### src/sync_verify_phase_mode_consts.svh
// timing, display codes and limits for the start-up and mode sequencer
`ifndef SYNC_VERIFY_PHASE_MODE_CONSTS_SVH
`define SYNC_VERIFY_PHASE_MODE_CONSTS_SVH
`define CLK_PERIOD_NS 20
`define NS_PER_MS 1000000
`define RESET_HOLD_LIMIT_MS 3000
`define EVAL_CYCLE_MS 8
`define SLOW_FLASH_HALF_MS 500
`define FAST_FLASH_HALF_MS 125
`define CODE_SYNC 4'h1
`define CODE_CONFIG 4'h2
`define CODE_BUS 4'h3
`define CODE_RUN 4'h4
`define CODE_STOP 4'h5
`define CODE_ALARM 4'ha
`define CODE_CROSS 4'he
`define CODE_FATAL 4'hf
`define FLASH_CNT_W 25
`endif

### src/sync_verify_phase_mode_pkg.sv
// types shared by the start-up and mode sequencer
package sync_verify_phase_mode_pkg;
	typedef enum logic [8:0] {
		sync_verify_phase = 9'h001,
		config_transfer_phase = 9'h002,
		bus_init_phase = 9'h004,
		run_mode = 9'h008,
		stop_mode = 9'h010,
		alarm_state = 9'h020,
		cross_alarm_state = 9'h040,
		fatal_state = 9'h080,
		config_repeat_phase = 9'h100
	} mode_e;
	typedef enum logic [1:0] {
		bus_unused = 2'h0,
		bus_unconnected = 2'h1,
		bus_pending = 2'h2,
		bus_connected = 2'h3
	} bus_link_e;
	// phase handshake with the processing logic
	typedef struct packed {
		logic start;
		logic done;
		logic fail;
	} phase_hs_s;
	// alarm sources seen in operation
	typedef struct packed {
		logic alarm;
		logic cross_check_alarm_e;
		logic cross_check_alarm_i;
		logic cross_check_alarm_a;
		logic fatal;
	} fault_s;
endpackage : sync_verify_phase_mode_pkg

### src/sync_verify_phase_mode_sequencer.sv
// start-up phase and operating mode sequencer with status display and bus indicator
`include "sync_verify_phase_mode_consts.svh"
module sync_verify_phase_mode_sequencer #(
	parameter int OUT_W = 8,
	parameter int EMPTY_W = 4,
	parameter int RESET_LIMIT_CYC = `RESET_HOLD_LIMIT_MS * (`NS_PER_MS / `CLK_PERIOD_NS),
	parameter int SLOW_HALF_CYC = `SLOW_FLASH_HALF_MS * (`NS_PER_MS / `CLK_PERIOD_NS),
	parameter int FAST_HALF_CYC = `FAST_FLASH_HALF_MS * (`NS_PER_MS / `CLK_PERIOD_NS)
) (
	input wire logic sys_clk_i, // 50 MHz
	input wire logic reset_i, // sync, high
	input wire logic bus_fitted_i, // fieldbus interface present
	input wire sync_verify_phase_mode_pkg::phase_hs_s sync_hs_i, // done/fail of sync and verify
	input wire sync_verify_phase_mode_pkg::phase_hs_s xfer_hs_i, // done/fail of each transfer
	input wire sync_verify_phase_mode_pkg::phase_hs_s range_hs_i, // done/fail of range check
	input wire sync_verify_phase_mode_pkg::phase_hs_s bus_hs_i, // done/fail of bus init
	input wire sync_verify_phase_mode_pkg::fault_s fault_i, // fault events
	input wire logic stop_req_i, // enter stop mode
	input wire logic run_req_i, // leave stop mode
	input wire logic [OUT_W-1:0] eval_result_i, // evaluation logic result
	input wire logic load_valid_i, // external parameter word valid
	input wire logic reset_in_i, // digital reset input
	input wire logic ack_button_i, // front acknowledge button
	input wire logic eval_tick_i, // one pulse per evaluation cycle
	input wire logic reading_valid_i, // reading strobe
	input wire logic reading_marker_i, // reading holds a code marker
	input wire logic [EMPTY_W-1:0] empty_allowed_i, // permitted empty readings
	input wire sync_verify_phase_mode_pkg::bus_link_e bus_link_i, // safety bus link state
	output logic [3:0] display_code_o, // seven-segment code
	output logic [OUT_W-1:0] outputs_o, // safety outputs
	output logic sync_start_o, // pulse: start sync and verify
	output logic xfer_start_o, // pulse: start transfer
	output logic range_start_o, // pulse: start range check
	output logic bus_start_o, // pulse: start bus init
	output logic load_accept_o, // load word taken
	output logic internal_reset_o, // pulse: internal reset
	output logic marker_fault_o, // empty readings exceeded
	output logic safety_bus_indicator_o // indicator LED
);
	sync_verify_phase_mode_pkg::mode_e mode, next_mode;
	logic step, next_step;
	logic started, next_started;
	logic [3:0] display_code, next_display_code;
	logic [OUT_W-1:0] outputs, next_outputs;
	logic sync_start, next_sync_start;
	logic xfer_start, next_xfer_start;
	logic range_start, next_range_start;
	logic bus_start, next_bus_start;
	logic load_accept, next_load_accept;
	logic internal_reset, next_internal_reset;
	logic reset_in_q, next_reset_in_q;
	logic [31:0] hold_cnt, next_hold_cnt;
	logic [EMPTY_W-1:0] empty_cnt, next_empty_cnt;
	logic marker_fault, next_marker_fault;
	logic [`FLASH_CNT_W-1:0] flash_cnt, next_flash_cnt;
	logic flash, next_flash;
	logic indicator, next_indicator;
	logic clear_req;
	logic run_reset;
	logic any_cross;

	assign any_cross = fault_i.cross_check_alarm_e | fault_i.cross_check_alarm_i | fault_i.cross_check_alarm_a;
	// a reset input edge and the button both count as acknowledge in the alarm and cross alarm states
	assign clear_req = (reset_in_i & ~reset_in_q) | ack_button_i;
	// falling edge of reset input after a short press only
	assign run_reset = ~reset_in_i & reset_in_q & (hold_cnt < 32'(RESET_LIMIT_CYC));

	always_comb
	begin
		next_mode = mode;
		next_step = step;
		next_started = 1'b0;
		next_outputs = '0;
		next_sync_start = 1'b0;
		next_xfer_start = 1'b0;
		next_range_start = 1'b0;
		next_bus_start = 1'b0;
		next_load_accept = 1'b0;
		next_internal_reset = 1'b0;
		unique case (mode)
			sync_verify_phase_mode_pkg::sync_verify_phase:
			begin
				next_sync_start = ~started & ~step;
				next_step = 1'b1;
				next_started = step;
				if (sync_hs_i.fail)
					next_mode = sync_verify_phase_mode_pkg::fatal_state;
				else if (sync_hs_i.done & step)
				begin
					next_mode = sync_verify_phase_mode_pkg::config_transfer_phase;
					next_step = 1'b0;
				end
			end
			sync_verify_phase_mode_pkg::config_transfer_phase:
			begin
				next_xfer_start = ~step;
				next_step = 1'b1;
				if (xfer_hs_i.fail)
					next_mode = sync_verify_phase_mode_pkg::fatal_state;
				else if (xfer_hs_i.done & step)
				begin
					next_mode = sync_verify_phase_mode_pkg::config_repeat_phase;
					next_step = 1'b0;
				end
			end
			sync_verify_phase_mode_pkg::config_repeat_phase:
			begin
				// repeated transfer, then the range check, still shown as phase 2
				next_xfer_start = ~step & ~started;
				next_started = 1'b1;
				if (xfer_hs_i.fail | range_hs_i.fail)
					next_mode = sync_verify_phase_mode_pkg::fatal_state;
				else if (xfer_hs_i.done & started & ~step)
				begin
					next_step = 1'b1;
					next_range_start = 1'b1;
				end
				else if (range_hs_i.done & step)
				begin
					next_mode = sync_verify_phase_mode_pkg::bus_init_phase;
					next_step = 1'b0;
					next_started = 1'b0;
				end
			end
			sync_verify_phase_mode_pkg::bus_init_phase:
			begin
				next_bus_start = bus_fitted_i & ~step;
				next_step = 1'b1;
				if (!bus_fitted_i)
					next_mode = sync_verify_phase_mode_pkg::run_mode;
				else if (bus_hs_i.fail)
					next_mode = sync_verify_phase_mode_pkg::fatal_state;
				else if (bus_hs_i.done & step)
					next_mode = sync_verify_phase_mode_pkg::run_mode;
			end
			sync_verify_phase_mode_pkg::run_mode:
			begin
				next_outputs = eval_result_i;
				next_internal_reset = run_reset;
				if (fault_i.fatal)
					next_mode = sync_verify_phase_mode_pkg::fatal_state;
				else if (any_cross)
					next_mode = sync_verify_phase_mode_pkg::cross_alarm_state;
				else if (fault_i.alarm | marker_fault)
					next_mode = sync_verify_phase_mode_pkg::alarm_state;
				else if (stop_req_i)
					next_mode = sync_verify_phase_mode_pkg::stop_mode;
			end
			sync_verify_phase_mode_pkg::stop_mode:
			begin
				next_load_accept = load_valid_i;
				if (fault_i.fatal)
					next_mode = sync_verify_phase_mode_pkg::fatal_state;
				else if (run_req_i)
					next_mode = sync_verify_phase_mode_pkg::run_mode;
			end
			sync_verify_phase_mode_pkg::alarm_state:
			begin
				if (fault_i.fatal)
					next_mode = sync_verify_phase_mode_pkg::fatal_state;
				else if (clear_req)
				begin
					next_mode = sync_verify_phase_mode_pkg::run_mode;
					next_internal_reset = 1'b1;
				end
			end
			sync_verify_phase_mode_pkg::cross_alarm_state:
			begin
				if (fault_i.fatal)
					next_mode = sync_verify_phase_mode_pkg::fatal_state;
				else if (clear_req)
				begin
					next_mode = sync_verify_phase_mode_pkg::run_mode;
					next_internal_reset = 1'b1;
				end
			end
			sync_verify_phase_mode_pkg::fatal_state:
				next_mode = sync_verify_phase_mode_pkg::fatal_state;
		endcase
	end

	always_comb
	begin
		next_display_code = display_code;
		unique case (next_mode)
			sync_verify_phase_mode_pkg::sync_verify_phase: next_display_code = `CODE_SYNC;
			sync_verify_phase_mode_pkg::config_transfer_phase: next_display_code = `CODE_CONFIG;
			sync_verify_phase_mode_pkg::config_repeat_phase: next_display_code = `CODE_CONFIG;
			sync_verify_phase_mode_pkg::bus_init_phase: next_display_code = `CODE_BUS;
			sync_verify_phase_mode_pkg::run_mode: next_display_code = `CODE_RUN;
			sync_verify_phase_mode_pkg::stop_mode: next_display_code = `CODE_STOP;
			sync_verify_phase_mode_pkg::alarm_state: next_display_code = `CODE_ALARM;
			sync_verify_phase_mode_pkg::cross_alarm_state: next_display_code = `CODE_CROSS;
			sync_verify_phase_mode_pkg::fatal_state: next_display_code = `CODE_FATAL;
		endcase
	end

	// reset input hold timer; saturates so a long press never wraps back under the limit
	always_comb
	begin
		next_reset_in_q = reset_in_i;
		next_hold_cnt = hold_cnt;
		if (reset_in_i & ~reset_in_q)
			next_hold_cnt = '0;
		else if (reset_in_i && hold_cnt < 32'(RESET_LIMIT_CYC))
			next_hold_cnt = hold_cnt + 32'h1;
	end

	// empty readings only fault once the permitted run is exceeded
	always_comb
	begin
		next_empty_cnt = empty_cnt;
		next_marker_fault = marker_fault;
		if (mode != sync_verify_phase_mode_pkg::run_mode)
		begin
			next_empty_cnt = '0;
			next_marker_fault = 1'b0;
		end
		else if (reading_valid_i & eval_tick_i)
		begin
			// one reading per evaluation cycle, so delay is count times cycle period
			if (reading_marker_i)
				next_empty_cnt = '0;
			else if (empty_cnt >= empty_allowed_i)
				next_marker_fault = 1'b1;
			else
				next_empty_cnt = empty_cnt + EMPTY_W'(1);
		end
	end

	always_comb
	begin
		next_flash_cnt = flash_cnt + `FLASH_CNT_W'(1);
		next_flash = flash;
		if ((bus_link_i == sync_verify_phase_mode_pkg::bus_unconnected && flash_cnt >= `FLASH_CNT_W'(SLOW_HALF_CYC - 1))
			|| (bus_link_i == sync_verify_phase_mode_pkg::bus_pending && flash_cnt >= `FLASH_CNT_W'(FAST_HALF_CYC - 1)))
		begin
			next_flash_cnt = '0;
			next_flash = ~flash;
		end
		unique case (bus_link_i)
			sync_verify_phase_mode_pkg::bus_unused: next_indicator = 1'b0;
			sync_verify_phase_mode_pkg::bus_unconnected: next_indicator = flash;
			sync_verify_phase_mode_pkg::bus_pending: next_indicator = flash;
			sync_verify_phase_mode_pkg::bus_connected: next_indicator = 1'b1;
		endcase
	end

	always_ff @(posedge sys_clk_i)
	begin
		if (reset_i)
		begin
			mode <= sync_verify_phase_mode_pkg::sync_verify_phase;
			step <= 1'b0;
			started <= 1'b0;
			display_code <= `CODE_SYNC;
			outputs <= '0;
			sync_start <= 1'b0;
			xfer_start <= 1'b0;
			range_start <= 1'b0;
			bus_start <= 1'b0;
			load_accept <= 1'b0;
			internal_reset <= 1'b0;
			reset_in_q <= 1'b0;
			hold_cnt <= '0;
			empty_cnt <= '0;
			marker_fault <= 1'b0;
			flash_cnt <= '0;
			flash <= 1'b0;
			indicator <= 1'b0;
		end
		else
		begin
			mode <= next_mode;
			step <= next_step;
			started <= next_started;
			display_code <= next_display_code;
			outputs <= next_outputs;
			sync_start <= next_sync_start;
			xfer_start <= next_xfer_start;
			range_start <= next_range_start;
			bus_start <= next_bus_start;
			load_accept <= next_load_accept;
			internal_reset <= next_internal_reset;
			reset_in_q <= next_reset_in_q;
			hold_cnt <= next_hold_cnt;
			empty_cnt <= next_empty_cnt;
			marker_fault <= next_marker_fault;
			flash_cnt <= next_flash_cnt;
			flash <= next_flash;
			indicator <= next_indicator;
		end
	end

	assign display_code_o = display_code;
	assign outputs_o = outputs;
	assign sync_start_o = sync_start;
	assign xfer_start_o = xfer_start;
	assign range_start_o = range_start;
	assign bus_start_o = bus_start;
	assign load_accept_o = load_accept;
	assign internal_reset_o = internal_reset;
	assign marker_fault_o = marker_fault;
	assign safety_bus_indicator_o = indicator;
endmodule : sync_verify_phase_mode_sequencer

### config.mk
export PLATFORM = sky130hd
export DESIGN_NAME = sync_verify_phase_mode_sequencer
export DESIGN_NICKNAME = d
export VERILOG_FILES = /design/src/sync_verify_phase_mode_pkg.sv /design/src/sync_verify_phase_mode_sequencer.sv
export VERILOG_INCLUDE_DIRS = /design/src
export SDC_FILE = /design/constraint.sdc
export NUM_CORES = 1
export LEC_CHECK = 0
export BUFFER_PORTS_ARGS = -buffer_cell sky130_fd_sc_hd__buf_2
export CAP_MARGIN = 10
export CORE_ASPECT_RATIO = 0.7
export CORE_MARGIN = 2
export CORE_UTILIZATION = 45
export DETAILED_ROUTE_END_ITERATION = 8
export GPL_ROUTABILITY_DRIVEN = 0
export PLACE_DENSITY = 0.66
export SYNTH_ARGS = -nofsm -noshare
export SYNTH_HDL_FRONTEND = slang
export SYNTH_SLANG_ARGS = --single-unit
### constraint.sdc
create_clock -name sys_clk_i -period 2.9 [get_ports sys_clk_i]
set_clock_uncertainty 0.1 [all_clocks]
set_input_delay 0.29 -clock sys_clk_i [delete_from_list [all_inputs] [get_ports sys_clk_i]]
set_output_delay 0.29 -clock sys_clk_i [all_outputs]
set_load 0.005 [all_outputs]
==> run summary <==
Outcome = completed
# setup viols final = 0
Adder-cell share of the synthesized area = 0.0288
Relative slew slack = 0.483
Worst slew pin tran = 0.766 ns
Remaining DRCs = 0
Worst setup EP type = register
Ys flop type = dfxtp_1
Slew Limit Fails = 0
Inserted Diodes = 0
ANT nets after route = 0
Vias = 4206
Syn-to-layout area delta = 16.7%
Post-Synth Simple-Gate Area = 0.304
Pwr Density = 517 nW/um^2
Clock transition at path regs = 0.06 ns
Vias per std cell = 5.53
I/O Buffers = 57
Max Buffers Root-to-Sink = 2
Die Ht = 90.3 um
WL final = 10800 um
Setup_tns = 0 ns
Multi-input logic area = 2740 um^2
Largest net degree at the start of global routing = 29
Num CTS Buffers = 9
Kind of critical path = reg2reg
# clock sinks = 94
Synth area leaders = dfxtp_1, xor2_1, nor2_1
Ys async rst share = 0
Seq/Total Area, Yosys = 0.393
Design Area, Final = 5580 um^2
Highest-count cells in the layout ignoring fill and taps = dfxtp_1, nor2_1, buf_2
Fmax achieved = 372 MHz
Vias in the first global route = 3956
Die Wd = 127 um
Final #Nets = 677
Routed wire per std cell = 14.3 um
Core Region = 10400 um^2
Max Cap Violations = 0
Commonest non-fill, non-tap cell in the layout = dfxtp_1
Largest family of logic cells by synthesized area = simple AND/OR/NAND/NOR gates
Yosys reg bits = 94
CP Max Fanout = 25
TritonCTS clock tree = built
Final worst path period share = 0.927
RSZ-0062 raised after global routing = false
Yosys cell types = 63
Worst skew pair latency = 0.34 ns
I/O pin cnt = 62
Total track usage = 0.197
Overflow after GRT = 0
Mean area per synthesized cell = 8.54 um^2
# fillers = 951
Syn Inst Count = 560
Final HPWL DP = 7940 um
Dpl cell area = 5230 um^2
VDD IR-drop max = 0.411 mV
Power Total = 2.89 mW
Antenna violations before repair = 0
Crit path required time = 3.08 ns
EDFF count, synth = 0
First-pass GRT wire length = 18500 um
Max H-tree Level = 3
# hold bufs at CTS = 0
Initial core utilization = 0.462
Yosys warns = 0
Final hold violations = 0
Die area = 11500 um^2
Hold Path Class = in2reg
Startpoint Class = register
Row cnt = 31
Root buffer cell = clkbuf_16
Synth area leader = dfxtp_1
Initial drt markers = 431
Synth Area in Compound Gates = 0.139
Drt pass-1 iters = 5
Leakage = 2.14 nW
Share of the synthesized area in the top cell type = 0.393
Reg area = 1880 um^2
Mapped Area = 4780 um^2
Post-Synth XOR/XNOR Area = 0.0988
Synthesized net count = 613
Shortest period the worst path allows = 2.69 ns
Arr. time, crit path = 2.87 ns
Share of layout cells above drive strength 1 = 0.194
Post-synthesis mux area share = 0
==> worst max-delay path: stages, from the launching register on <==
cell      delay, ns
dfxtp_1        0.35
or4_4          0.56
a311o_1        0.34
a21o_1         0.19
a21oi_2        0.15
o21ai_1        0.08
a311oi_1       0.37
nand2b_1       0.15
buf_12         0.19
nor2_2         0.12
==> cell type report <==
type	instances	share of cell area
clock inverters	5	0.0190
flip-flops and latches	94	0.337
well taps	132	0.0296
clock buffers	10	0.0428
repair buffers	69	0.0695
inverters	18	0.0121
multi-input cells	432	0.490
==> logic make-up after synthesis <==
family / count (synthesis)
xor gates and xnor gates: 54
DFF: 94
AOI/OAI and AO/OA: 90
buffers and inverters: 34
adders and majority gates: 11
and+or+nand+nor: 277
==> cell usage after synthesis, types with 6 or more instances <==
cell type and n:
xnor2_1 19, o21ai_0 12, nand3_1 30, a21oi_1 23, or3_1 6, and2_1 16, dfxtp_1 94, inv_1 18
nor2_1 75, nand2_1 45, nor2b_1 8, xor2_1 35, clkbuf_1 7, nor3_1 14, nor4_1 12, ha_1 11
nor2_2 18, nand4_1 12, and3_1 11, a31oi_1 8
==> through the flow <==
stage	setup WS (ns)	utilization	hold slack [ns]	std cells
floorplan	0.382	-	0.297	560
global placement	0.153	0.505	0.348	745
detailed placement	0.158	0.505	0.347	745
CTS	0.0903	0.539	0.0370	760
global route	0.0117	0.539	0.0519	760
finish	0.211	0.539	0.0476	760
==> where the power goes <==
part / internal [mW] / leakage (nW) / switching (mW)
clock network: 0.865 / 0.170 / 0.491
logic: 0.0826 / 1.20 / 0.123
registers: 1.31 / 0.760 / 0.0155
total: 2.26 / 2.14 / 0.629
==> what timing repair did <==
action	CTS	global route
buffers inserted	0	0
setup endpoints to repair	0	4
resized for setup	0	2
==> per-layer routing <==
layer,part of all wire,GRT usage
met1,0.49,0.291
met2,0.42,0.280
met3,0.074,0.0456
met4,0.013,0.0678
met5,0,0
==> worst paths after layout <==
kind / from / to / slack (ns) / depth (start not counted)
hold / removal: eval_result_i[6] / outputs_o[6]$_SDFF_PP0_ / 0.05 / 2
hold reg to reg: started$_SDFF_PP0_ / sync_start_o$_SDFF_PP0_ / 0.35 / 1
setup / recovery: flash_cnt[9]$_SDFF_PP0_ / flash_cnt[16]$_SDFF_PP0_ / 0.21 / 9
setup reg to reg: flash_cnt[9]$_SDFF_PP0_ / flash_cnt[16]$_SDFF_PP0_ / 0.21 / 9
==> sequential cells by signal, indices dropped and copies added (netlist names) <==
register	cells
hold_cnt	32
flash_cnt	25
mode	9
outputs_o	8
display_code_o	4
empty_cnt	4
bus_start_o	1
flash	1
internal_reset_o	1
load_accept_o	1
marker_fault_o	1
range_start_o	1
reset_in_q	1
safety_bus_indicator_o	1
started	1
step	1
sync_start_o	1
xfer_start_o	1
No activity file was read; power rests on OpenSTA's default activity.
